--- config.mk ---
export PLATFORM = sky130hd
export DESIGN_NAME = mmuac_top
export DESIGN_NICKNAME = d
export VERILOG_FILES = /design/src/core/mmuac_pkg.sv /design/src/core/mmuac_sfr_perm.sv /design/src/core/mmuac_mem_check.sv /design/src/core/mmuac_top.sv
export SDC_FILE = /design/constraint.sdc
export NUM_CORES = 1
export LEC_CHECK = 0
export BUFFER_PORTS_ARGS = -buffer_cell sky130_fd_sc_hd__buf_2
export CAP_MARGIN = 20
export CORE_ASPECT_RATIO = 1.25
export CORE_MARGIN = 4
export CORE_UTILIZATION = 53
export DETAILED_ROUTE_END_ITERATION = 16
export GPL_TIMING_DRIVEN = 0
export PLACE_DENSITY_LB_ADDON = 0.05
export SLEW_MARGIN = 10
export SYNTH_ARGS = -nofsm -noshare
export SYNTH_HDL_FRONTEND = slang
export SYNTH_SLANG_ARGS = --single-unit
--- constraint.sdc ---
create_clock -name clk -period 3.2 [get_ports clk]
set_clock_uncertainty 0.1 [all_clocks]
set_input_delay 0.64 -clock clk [delete_from_list [all_inputs] [get_ports clk]]
set_output_delay 0.64 -clock clk [all_outputs]
set_load 0.1 [all_outputs]
--- src/core/mmuac_pkg.sv ---
// Constants, types and decode helpers for the MMU attribute access control
package mmuac_pkg;

	// Bus widths
	localparam int SFR_AW = 8;
	localparam int SFR_DW = 8;
	localparam int MEM_AW = 16;

	// CPU modes, gray-adjacent along boot, test, system, user
	typedef enum logic [2:0] {
		MD_BOOT = 3'h0,
		MD_TEST = 3'h1,
		MD_SYS = 3'h3,
		MD_USER = 3'h2,
		MD_CLESS = 3'h6
	} mmuac_mode_t;

	// Register addresses in the special function register space
	localparam logic [SFR_AW-1:0] SFR_STB_LO = 8'h10;
	localparam logic [SFR_AW-1:0] SFR_STB_HI = 8'h11;
	localparam logic [SFR_AW-1:0] SFR_XBASE = 8'h12;
	localparam logic [SFR_AW-1:0] SFR_XSIZE = 8'h13;
	localparam logic [SFR_AW-1:0] SFR_STATUS = 8'h14;
	localparam logic [SFR_AW-1:0] SFR_KEY_A = 8'h20;

	// Reset values
	localparam logic [SFR_DW-1:0] STB_RST = 8'h00;
	localparam logic [SFR_DW-1:0] XBASE_RST = 8'h00;
	localparam logic [SFR_DW-1:0] XSIZE_RST = 8'h00;
	localparam logic [SFR_DW-1:0] KEY_RST = 8'h00;
	localparam logic [SFR_DW-1:0] RD_ZERO = 8'h00;

	// Fixed memory partition
	localparam logic [MEM_AW-1:0] ROM_LO = 16'h0000;
	localparam logic [MEM_AW-1:0] ROM_HI = 16'h7fff;
	localparam logic [MEM_AW-1:0] AEEP_LO = 16'h8000;
	localparam logic [MEM_AW-1:0] AEEP_HI = 16'hbfff;
	localparam logic [MEM_AW-1:0] CEEP_LO = 16'hc000;
	localparam logic [MEM_AW-1:0] CEEP_HI = 16'hdfff;
	localparam logic [MEM_AW-1:0] ARAM_LO = 16'he000;
	localparam logic [MEM_AW-1:0] ARAM_HI = 16'hefff;
	localparam logic [MEM_AW-1:0] CRAM_LO = 16'hf000;
	localparam logic [MEM_AW-1:0] CRAM_HI = 16'hffff;

	// Exchange window granule: base and size count 16-byte blocks
	localparam int XGRAN_SH = 4;

	// Status register bit positions
	localparam int ST_SEGEN = 0;
	localparam int ST_MODE_LSB = 1;

	function automatic logic in_rng(input logic [MEM_AW-1:0] a,
		input logic [MEM_AW-1:0] lo, input logic [MEM_AW-1:0] hi);
		in_rng = (a >= lo) && (a <= hi);
	endfunction

endpackage

--- src/core/mmuac_sfr_perm.sv ---
// Per-register read and write permission for special function registers
`timescale 1ns/1ps
module mmuac_sfr_perm import mmuac_pkg::*; #(
	parameter bit REDUCED_CFG = 1'b0
) (
	// Access
	input wire mmuac_mode_t mode,
	input wire logic [SFR_AW-1:0] addr,
	// User-mode rights from the executing segment
	input wire logic seg_sfr_rd,
	input wire logic seg_sfr_wr,
	// Verdict
	output logic rd_ok,
	output logic wr_ok
);
	wire is_seg = (addr == SFR_STB_LO) || (addr == SFR_STB_HI);
	wire is_xwin = (addr == SFR_XBASE) || (addr == SFR_XSIZE);
	wire is_stat = (addr == SFR_STATUS);
	wire is_key = (addr == SFR_KEY_A);
	wire is_sys = (mode == MD_SYS);
	wire is_priv = (mode == MD_BOOT) || (mode == MD_TEST) || is_sys;
	wire user_hw_wr = (mode == MD_USER) && seg_sfr_wr;
	wire user_hw_rd = (mode == MD_USER) && seg_sfr_rd;
	// Key is never readable; reduced builds lock it out entirely
	wire key_wr = !REDUCED_CFG && (is_priv || user_hw_wr);

	always_comb begin
		rd_ok = 1'b0;
		wr_ok = 1'b0;
		if (is_seg) begin
			rd_ok = is_sys;
			wr_ok = is_sys;
		end else if (is_xwin) begin
			rd_ok = is_sys || (mode == MD_CLESS);
			wr_ok = is_sys;
		end else if (is_stat) begin
			rd_ok = is_priv || user_hw_rd || (mode == MD_CLESS);
		end else if (is_key) begin
			wr_ok = key_wr;
		end
	end
endmodule

--- src/core/mmuac_mem_check.sv ---
// Memory access check against the fixed partition and segment rights
`timescale 1ns/1ps
module mmuac_mem_check import mmuac_pkg::*; (
	// Access
	input wire mmuac_mode_t mode,
	input wire logic [MEM_AW-1:0] addr,
	input wire logic we,
	input wire logic ex,
	// Segment state
	input wire logic segs_en,
	input wire logic seg_rd,
	input wire logic seg_wr,
	input wire logic seg_ex,
	// Exchange window in blocks
	input wire logic [SFR_DW-1:0] xbase,
	input wire logic [SFR_DW-1:0] xsize,
	// Verdict
	output logic ok
);
	wire r_rom = in_rng(addr, ROM_LO, ROM_HI);
	wire r_aeep = in_rng(addr, AEEP_LO, AEEP_HI);
	wire r_ceep = in_rng(addr, CEEP_LO, CEEP_HI);
	wire r_aram = in_rng(addr, ARAM_LO, ARAM_HI);
	wire r_cram = in_rng(addr, CRAM_LO, CRAM_HI);
	wire [MEM_AW-1:0] x_lo = ARAM_LO + MEM_AW'({xbase, XGRAN_SH'(0)});
	wire [MEM_AW-1:0] x_end = x_lo + MEM_AW'({xsize, XGRAN_SH'(0)});
	wire in_x = r_aram && (addr >= x_lo) && (addr < x_end);
	wire rd_only = !we;
	wire no_ex = !ex;
	// Table entries get ordinary rights only, no special region
	wire usr_ok = segs_en && (r_rom || r_aeep || r_aram) &&
		(!we || seg_wr) && (!ex || seg_ex) && (we || ex || seg_rd) &&
		!(r_rom && we) && !(r_aram && ex);

	always_comb begin
		ok = 1'b0;
		case (mode)
		MD_TEST: begin
			ok = !(r_rom && we) && !((r_aram || r_cram) && ex);
		end
		MD_BOOT: begin
			ok = (r_rom && !we) || r_ceep || (r_cram && no_ex);
		end
		MD_CLESS: begin
			ok = (r_rom && rd_only && no_ex) || r_ceep ||
				((r_cram || in_x) && no_ex);
		end
		MD_SYS: begin
			ok = (r_rom && !we) || r_aeep || (r_aram && no_ex);
		end
		MD_USER: begin
			ok = usr_ok;
		end
		default: begin
			ok = 1'b0;
		end
		endcase
	end
endmodule

--- src/core/mmuac_top.sv ---
// MMU security attribute registers, reset defaults and access gating
//
// Behaviour
// - Reset clears segment table base to zero
// - Zero base disables user segment memory rights, not segment register rights
// - No way to override reset defaults
// - System mode writes segmentation registers
// - User mode blocked from segmentation registers
// - Table contents use normal memory rights
// - No extra protection on table entries
// - Attribute changes need register write permission
// - Memory partition is hard-wired
// - Attribute register set is fixed
// - Contactless mode isolated, small exchange window
// - Exchange window controlled by system mode
// - Reduced builds: key register fully inaccessible
// - Refused read gives zero, write dropped
`timescale 1ns/1ps
module mmuac_top import mmuac_pkg::*; #(
	parameter bit REDUCED_CFG = 1'b0
) (
	// Clock, reset, enable
	input wire logic clk,
	input wire logic rst_n,
	input wire logic ce,
	// CPU mode of the current instruction
	input wire mmuac_mode_t cpu_mode,
	// Special function register access
	input wire logic sfr_req,
	input wire logic sfr_we,
	input wire logic [SFR_AW-1:0] sfr_addr,
	input wire logic [SFR_DW-1:0] sfr_wdata,
	output logic sfr_ack_ff,
	output logic sfr_deny_ff,
	output logic [SFR_DW-1:0] sfr_rdata_ff,
	// Memory access
	input wire logic mem_req,
	input wire logic mem_we,
	input wire logic mem_ex,
	input wire logic [MEM_AW-1:0] mem_addr,
	output logic mem_ack_ff,
	output logic mem_grant_ff,
	// Rights of the executing segment, from the table walker
	input wire logic seg_rd,
	input wire logic seg_wr,
	input wire logic seg_ex,
	input wire logic seg_sfr_rd,
	input wire logic seg_sfr_wr,
	// Attribute state towards the MMU and crypto unit
	output logic [SFR_DW-1:0] stb_lo_ff,
	output logic [SFR_DW-1:0] stb_hi_ff,
	output logic segs_en_ff,
	output logic [SFR_DW-1:0] cipher_key_a_register_ff
);
	logic [SFR_DW-1:0] xbase_ff;
	logic [SFR_DW-1:0] xsize_ff;
	logic rd_ok;
	logic wr_ok;
	logic mem_ok;

	// Permission is combinational on the mode presented with the access
	mmuac_sfr_perm #(
		.REDUCED_CFG(REDUCED_CFG)
	) u_perm (
		.mode(cpu_mode),
		.addr(sfr_addr),
		.seg_sfr_rd(seg_sfr_rd),
		.seg_sfr_wr(seg_sfr_wr),
		.rd_ok(rd_ok),
		.wr_ok(wr_ok)
	);

	// Segments count as enabled only once a base has been programmed
	wire segs_en = (stb_lo_ff != STB_RST) || (stb_hi_ff != STB_RST);

	mmuac_mem_check u_mem (
		.mode(cpu_mode),
		.addr(mem_addr),
		.we(mem_we),
		.ex(mem_ex),
		.segs_en(segs_en_ff),
		.seg_rd(seg_rd),
		.seg_wr(seg_wr),
		.seg_ex(seg_ex),
		.xbase(xbase_ff),
		.xsize(xsize_ff),
		.ok(mem_ok)
	);

	// Write strobes per register; no other write path exists
	wire wr_go = ce && sfr_req && sfr_we && wr_ok;
	wire wr_stb_lo = wr_go && (sfr_addr == SFR_STB_LO);
	wire wr_stb_hi = wr_go && (sfr_addr == SFR_STB_HI);
	wire wr_xbase = wr_go && (sfr_addr == SFR_XBASE);
	wire wr_xsize = wr_go && (sfr_addr == SFR_XSIZE);
	wire wr_key = wr_go && (sfr_addr == SFR_KEY_A);

	// Read selection; a refused or unmapped read yields zero
	wire [SFR_DW-1:0] stat_val = SFR_DW'({cpu_mode, segs_en_ff});
	wire [SFR_DW-1:0] rd_sel =
		!rd_ok ? RD_ZERO :
		(sfr_addr == SFR_STB_LO) ? stb_lo_ff :
		(sfr_addr == SFR_STB_HI) ? stb_hi_ff :
		(sfr_addr == SFR_XBASE) ? xbase_ff :
		(sfr_addr == SFR_XSIZE) ? xsize_ff :
		(sfr_addr == SFR_STATUS) ? stat_val : RD_ZERO;
	wire refused = sfr_we ? !wr_ok : !rd_ok;

	// Reset values are constants; nothing loads alternative defaults
	always_ff @(posedge clk) begin
		if (!rst_n) begin
			stb_lo_ff <= STB_RST;
			stb_hi_ff <= STB_RST;
		end else begin
			if (wr_stb_lo) begin
				stb_lo_ff <= sfr_wdata;
			end
			if (wr_stb_hi) begin
				stb_hi_ff <= sfr_wdata;
			end
		end
	end

	always_ff @(posedge clk) begin
		if (!rst_n) begin
			xbase_ff <= XBASE_RST;
			xsize_ff <= XSIZE_RST;
		end else begin
			if (wr_xbase) begin
				xbase_ff <= sfr_wdata;
			end
			if (wr_xsize) begin
				xsize_ff <= sfr_wdata;
			end
		end
	end

	// Key is write-only; its value never reaches the read path
	always_ff @(posedge clk) begin
		if (!rst_n) begin
			cipher_key_a_register_ff <= KEY_RST;
		end else if (wr_key) begin
			cipher_key_a_register_ff <= sfr_wdata;
		end
	end

	// Segment enable follows the base one cycle after a write
	always_ff @(posedge clk) begin
		if (!rst_n) begin
			segs_en_ff <= 1'b0;
		end else if (ce) begin
			segs_en_ff <= segs_en;
		end
	end

	// Register answer, one cycle after the request
	always_ff @(posedge clk) begin
		if (!rst_n) begin
			sfr_ack_ff <= 1'b0;
			sfr_deny_ff <= 1'b0;
			sfr_rdata_ff <= RD_ZERO;
		end else if (ce) begin
			sfr_ack_ff <= sfr_req;
			sfr_deny_ff <= sfr_req && refused;
			sfr_rdata_ff <= (sfr_req && !sfr_we) ? rd_sel : RD_ZERO;
		end
	end

	// Memory answer, one cycle after the request
	always_ff @(posedge clk) begin
		if (!rst_n) begin
			mem_ack_ff <= 1'b0;
			mem_grant_ff <= 1'b0;
		end else if (ce) begin
			mem_ack_ff <= mem_req;
			mem_grant_ff <= mem_req && mem_ok;
		end
	end
endmodule

# == Yosys cells after proc, flatten, opt, wreduce, memory -nomap -nowiden ==
# Index checks and enable logic that the tools add are counted.
# totals
reg_bits,53
# classes
add_sub_neg,2
reduce_logical,69
muxes,16
n_lt_le_gt_ge,12
n_eq_ne,10
# op_table
operator,count
$ge A16 B16 Y1 const B,4
$le A16 B16 Y1 const B,4
$mux W8,6
$eq A8 B5 Y1 const B,5
$logic_and A1 B1 Y1,35
$logic_or A1 B1 Y1,23
$add A16 B12 Y16,1
$ge A16 B1 Y1 const B,1
$ge A16 B16 Y1,1
$le A16 B15 Y1 const B,1
$lt A16 B16 Y1,1
$reduce_bool A8 Y1,2
$add A14 B13 Y15 const A,1
$eq A8 B6 Y1 const B,1
$logic_not A1 Y1,8
$mux W1,8
$eq A3 B2 Y1 const B,2
$pmux W1 S5,1
$mux W4,1
$eq A3 B1 Y1 const B,1
$eq A3 B3 Y1 const B,1
$logic_not A3 Y1,1

# == Logic depth before layout (Yosys ltp) ==
# depth
word_depth,12
depth_mapped,13

# == Hierarchy ==
# Synthesis repeated with hierarchy kept, for this count alone.
# hier_totals
cells_unflattened,385
area_unflattened_um2,3404.5
# by_module_without_submodules
mod,cells_per_inst,n_inst,area_each_um2,seq_area_each_um2
mmuac_top,257,1,2482.4,1061.0
mmuac_mem_check,108,1,814.5,0.0
mmuac_sfr_perm,20,1,107.6,0.0

# == Least setup slack after synthesis ==
# OpenSTA, ideal clock, no wires.
# synth_timing
path_type,in2reg
from,input port sfr_addr[3]
to,register stb_lo_ff[3]
arrival_time_ns,2.750
path_stages,7
n_path_buf,2
path_slack_ns,0.231
cell_sequence,or4_1 > buf_2 > or3_1 > buf_6 > a2111oi_4 > mux2i_1 > nor2b_1
# synth_via
elab_chain_cells,7
elab_cells_between_ends,14
# synth_rtl
item,line_no,rtl
from (decl),mmuac_top.sv:31,"input wire logic [SFR_AW-1:0] sfr_addr,"
$eq A8 B6 Y1,mmuac_sfr_perm.sv:19,wire is_key = (addr == SFR_KEY_A);
$mux W1,mmuac_sfr_perm.sv:38,end else if (is_key) begin
$mux W1,mmuac_sfr_perm.sv:36,end else if (is_stat) begin
$mux W1,mmuac_sfr_perm.sv:33,end else if (is_xwin) begin
$mux W1,mmuac_sfr_perm.sv:30,if (is_seg) begin
$logic_and A1 B1 Y1,mmuac_top.sv:91,wire wr_go = ce && sfr_req && sfr_we && wr_ok;
$logic_and A1 B1 Y1 (*),mmuac_top.sv:92,wire wr_stb_lo = wr_go && (sfr_addr == SFR_STB_LO);
to (signal assigned),mmuac_top.sv:116,stb_lo_ff <= sfr_wdata;
to (decl),mmuac_top.sv:50,"output logic [SFR_DW-1:0] stb_lo_ff,"
# Mark *: on every way between the ends. The rest lies on a longest branch, timed or not.
# A chain may end at the register's enable or synchronous reset.

# == Worst setup path in the final report ==
# layout_timing
from,register xbase_ff[0]
to,register mem_grant_ff
# layout_via
elab_chain_cells,9
elab_cells_between_ends,11
# layout_rtl
item,line_no,rtl
from (decl),mmuac_top.sv:55,logic [SFR_DW-1:0] xbase_ff;
from (signal assigned),mmuac_top.sv:130,xbase_ff <= sfr_wdata;
$add A14 B13 Y15 (*),mmuac_mem_check.sv:25,"wire [MEM_AW-1:0] x_lo = ARAM_LO + MEM_AW'({xbase, XGRAN_SH'(0)});"
$add A16 B12 Y16 / $ge A16 B16 Y1 (equally long branches),"mmuac_mem_check.sv:26, mmuac_mem_check.sv:27",
$lt A16 B16 Y1 / $logic_and A1 B1 Y1 (equally long branches),mmuac_mem_check.sv:27,wire in_x = r_aram && (addr >= x_lo) && (addr < x_end);
$logic_and A1 B1 Y1 (*),mmuac_mem_check.sv:27,
$logic_or A1 B1 Y1 (*),mmuac_mem_check.sv:46,((r_cram || in_x) && no_ex);
$logic_and A1 B1 Y1 (*),mmuac_mem_check.sv:46,
$logic_or A1 B1 Y1 (*),mmuac_mem_check.sv:45,ok = (r_rom && rd_only && no_ex) || r_ceep ||
$pmux W1 S5 (*),mmuac_mem_check.sv:37,case (mode)
$logic_and A1 B1 Y1 (*),mmuac_top.sv:176,mem_grant_ff <= mem_req && mem_ok;
to (signal assigned),mmuac_top.sv:176,
to (decl),mmuac_top.sv:42,"output logic mem_grant_ff,"
# Marked as above.

==> results.yml <==
min_path:
  hp-class: "reg2reg"
timing:
  finalMaxSlewViolations: 0
  min_period_ns: 3.02
  rsz0062_at_grt: "no"
  finalWorstSetupSlack_ns: 0.178
  hold_viol: 0
  relSlewSlack_pct: 41.3
  fmax_mhz: 331
  worstMarginPinSlew_ns: 0.881
  setup_viol: 0
  fin_crit_sh_pct: 94.4
setup_path:
  path_delay_family: "compound AO/OA/AOI/OAI gates"
  path_cells: "ha_1 -> fa_2 -> a21o_1 -> a21oi_2 -> nor2_1 -> o31ai_2 -> nand2_1 -> ha_1 -> a21o_1 -> a21oi_1 -> o21ai_0 -> a221o_1 -> o21ai_0"
  start_kind: "flop"
  setup.worst_path.end_class: "flop"
  cp.required_ns: 3.34
  cp_slowest_cell: "dfxtp_2"
  cp_max_fo: 4
  path_buf_inv: 0
  arrival_ns: 3.16
  crit_type: "reg2reg"
  cpPeakStageDelay_ns: 0.36
layout:
  design.final.nets: 537
  final_cell_mix: "84 x buf_2, 52 x dfxtp_1, 41 x mux2i_1, 32 x nand2_1, 32 x nor2b_1"
  syn2layout_area_growth_pct: 18.9
  diodes: 0
  drive_gt1_share_pct: 22.8
  layout_commonest_cell: "buf_2"
  stdcell_count: 550
drt:
  drtIter0Drc: 180
  vias_per_cell: 5.70
  first_pass_iters: 4
  wl_um: 8990
  drc: 0
  vias: 3133
  routedWlPerCell_um: 16.3
  ant_nets: 0
clock_tree:
  cts-root-buf: "clkbuf_8"
  cts_tree: "built"
  cts_hold_buf: 0
  htree_num_levels: 2
  clk_pin_slew_worst_paths_ns: 0.09
  clk_latency_ns: 0.30
  cts_buffers: 5
  clock_sinks: 53
  clock_path_buffers: 2
global_route:
  grt_max_degree: 17
  antenna_found_initial: 0
  grt_usage_pct: 23.6
  grt_pass1_wl_um: 14600
  grt_overflow: 0
  grt_pass1_vias: 2958
yosys:
  syn_nets: 446
  ys_warn_count: 0
  synth_ff_type: "dfxtp_1"
  ys_async_sr_fraction_pct: 0
  synth_top_family_by_area: "simple AND/OR/NAND/NOR gates"
  synthMuxAreaShare_pct: 14.2
  synth-xor-area-share_pct: 1.30
  synth_cell_types: 53
  syn_inst: 373
  synth_edf_count: 0
  synth-simple-area-share_pct: 22.4
  synth-compound-area-share_pct: 16.9
  syn_avg_cell_area_sq_um: 9.03
  synthAdderAreaFrac_pct: 9.51
  ys_ff_latch: 53
  netlist_area_sq_um: 3370
  ys_seq_area_share_pct: 31.5
floorplanning:
  initial_core_util_pct: 54.6
  die_x_um: 79.3
  die-area_sq_um: 7700
  dieHeight_um: 97.1
  rows: 32
  core-area_sq_um: 6170
  io_pins: 85
placement:
  pre_cts_ws_ns: -0.145
  numPlacedInstances: 541
  gp_routability_congestion: 0.898
  port-buffer-count: 83
  place_hpwl_um: 7230
power:
  powerDensity_nw_per_um2: 308
  ir_drop_mv: 0.326
  power.leakage_uw: 0.00178
run_status:
  status: "finished clean"
job:
  drv_cap: 0
==> power by group <==
group / leakage [uW] / switching (uW) / internal [uW]
clock: 0.0000512 / 217 / 176
combinational: 0.00130 / 109 / 65.7
sequential: 0.000428 / 2.01 / 662
total: 0.00178 / 329 / 903
==> Yosys cell counts, drive strengths merged, types with 4 or more instances <==
cell | count | area share, %
nand3 | 7 | 1.0
a221o | 6 | 1.8
nor4 | 8 | 1.5
clkbuf | 15 | 1.8
nor4b | 5 | 1.3
a21o | 5 | 1.1
o21ai | 20 | 3.0
nor2 | 18 | 2.0
mux2i | 41 | 12
a22o | 4 | 1.0
nand4 | 5 | 0.93
inv | 16 | 1.8
xnor2 | 4 | 1.0
nor3 | 6 | 0.89
dfxtp | 53 | 32
nand2 | 32 | 3.6
a32o | 5 | 1.5
or3 | 4 | 0.74
nor2b | 32 | 5.9
nand2b | 9 | 1.7
ha | 24 | 8.9
a21oi | 12 | 1.8
==> routing by layer <==
layer	share of wire (%)	wire, um	GRT usage, %	vias up
li1	-	-	-	1551
met1	44	3980	31.8	1474
met2	49	4420	39.2	95
met3	5.0	448	3.62	13
met4	1.6	142	6.08	0
met5	0	0	0	-
==> sequential cells by signal, summed over array words and instances (netlist names) <==
register / count
cipher_key_a_register_ff: 8
sfr_deny_ff: 1
stb_lo_ff: 8
xsize_ff: 8
xbase_ff: 8
sfr_ack_ff: 1
sfr_rdata_ff: 8
mem_ack_ff: 1
segs_en_ff: 1
mem_grant_ff: 1
stb_hi_ff: 8
==> area by class of cell <==
class	count	area, sq um
Buffer	18	80.1
Clock buffer	6	82.6
Clock inverter	2	13.8
Fill cell	569	2160
Inverter	16	60.1
Multi-Input combinational cell	286	2180
Sequential cell	53	1060
Tap cell	85	106
Timing Repair Buffer	84	423
==> per-stage QoR <==
step	cell area, sq um	util [%]	TNS (ns)	hold slack [ns]	total power, uW
final	4010	65.0	0	0.368	1230
after global routing	4010	65.0	0	0.388	1290
after CTS	3990	64.7	0	0.369	1240
after detailed placement	3890	63.1	-1.64	0.350	854
after global placement	3890	63.1	-1.59	0.345	851
after floorplan	3370	-	0	0.352	782
==> tightest hold or removal path, delay by kind of cell (launching register included) <==
kind	cells	cell delay, ns
flip-flops	1	0.32
AND/OR/NAND/NOR	1	0.05
multiplexers	1	0.05
==> worst paths after layout <==
check	startpoint	endpoint	slack, ns	cells past startpoint
min	cipher_key_a_register_ff[2]	cipher_key_a_register_ff[2]	0.37	2
max reg2reg	xbase_ff[0]	mem_grant_ff	0.18	13
min reg2reg	cipher_key_a_register_ff[2]	cipher_key_a_register_ff[2]	0.37	2
max	xbase_ff[0]	mem_grant_ff	0.18	13
==> kinds of logic (layout without fill, tap and decap cells) <==
group | count (synthesis) | in the layout
AOI/OAI and AO/OA | 74 | 74
xor gates and xnor gates | 5 | 5
adders and majority gates | 25 | 25
buffers and inverters | 34 | 126
DFF | 53 | 53
muxes | 44 | 44
and+or+nand+nor | 138 | 138
==> timing repair <==
action                                  in CTS  in global routing
buffers inserted                             0                  1
cloned                                       0                  0
gates resized for setup                      1                  3
endpoints found under the setup margin       1                  1
pin swaps                                    0                  2
Power figures use the tool's default switching activity.
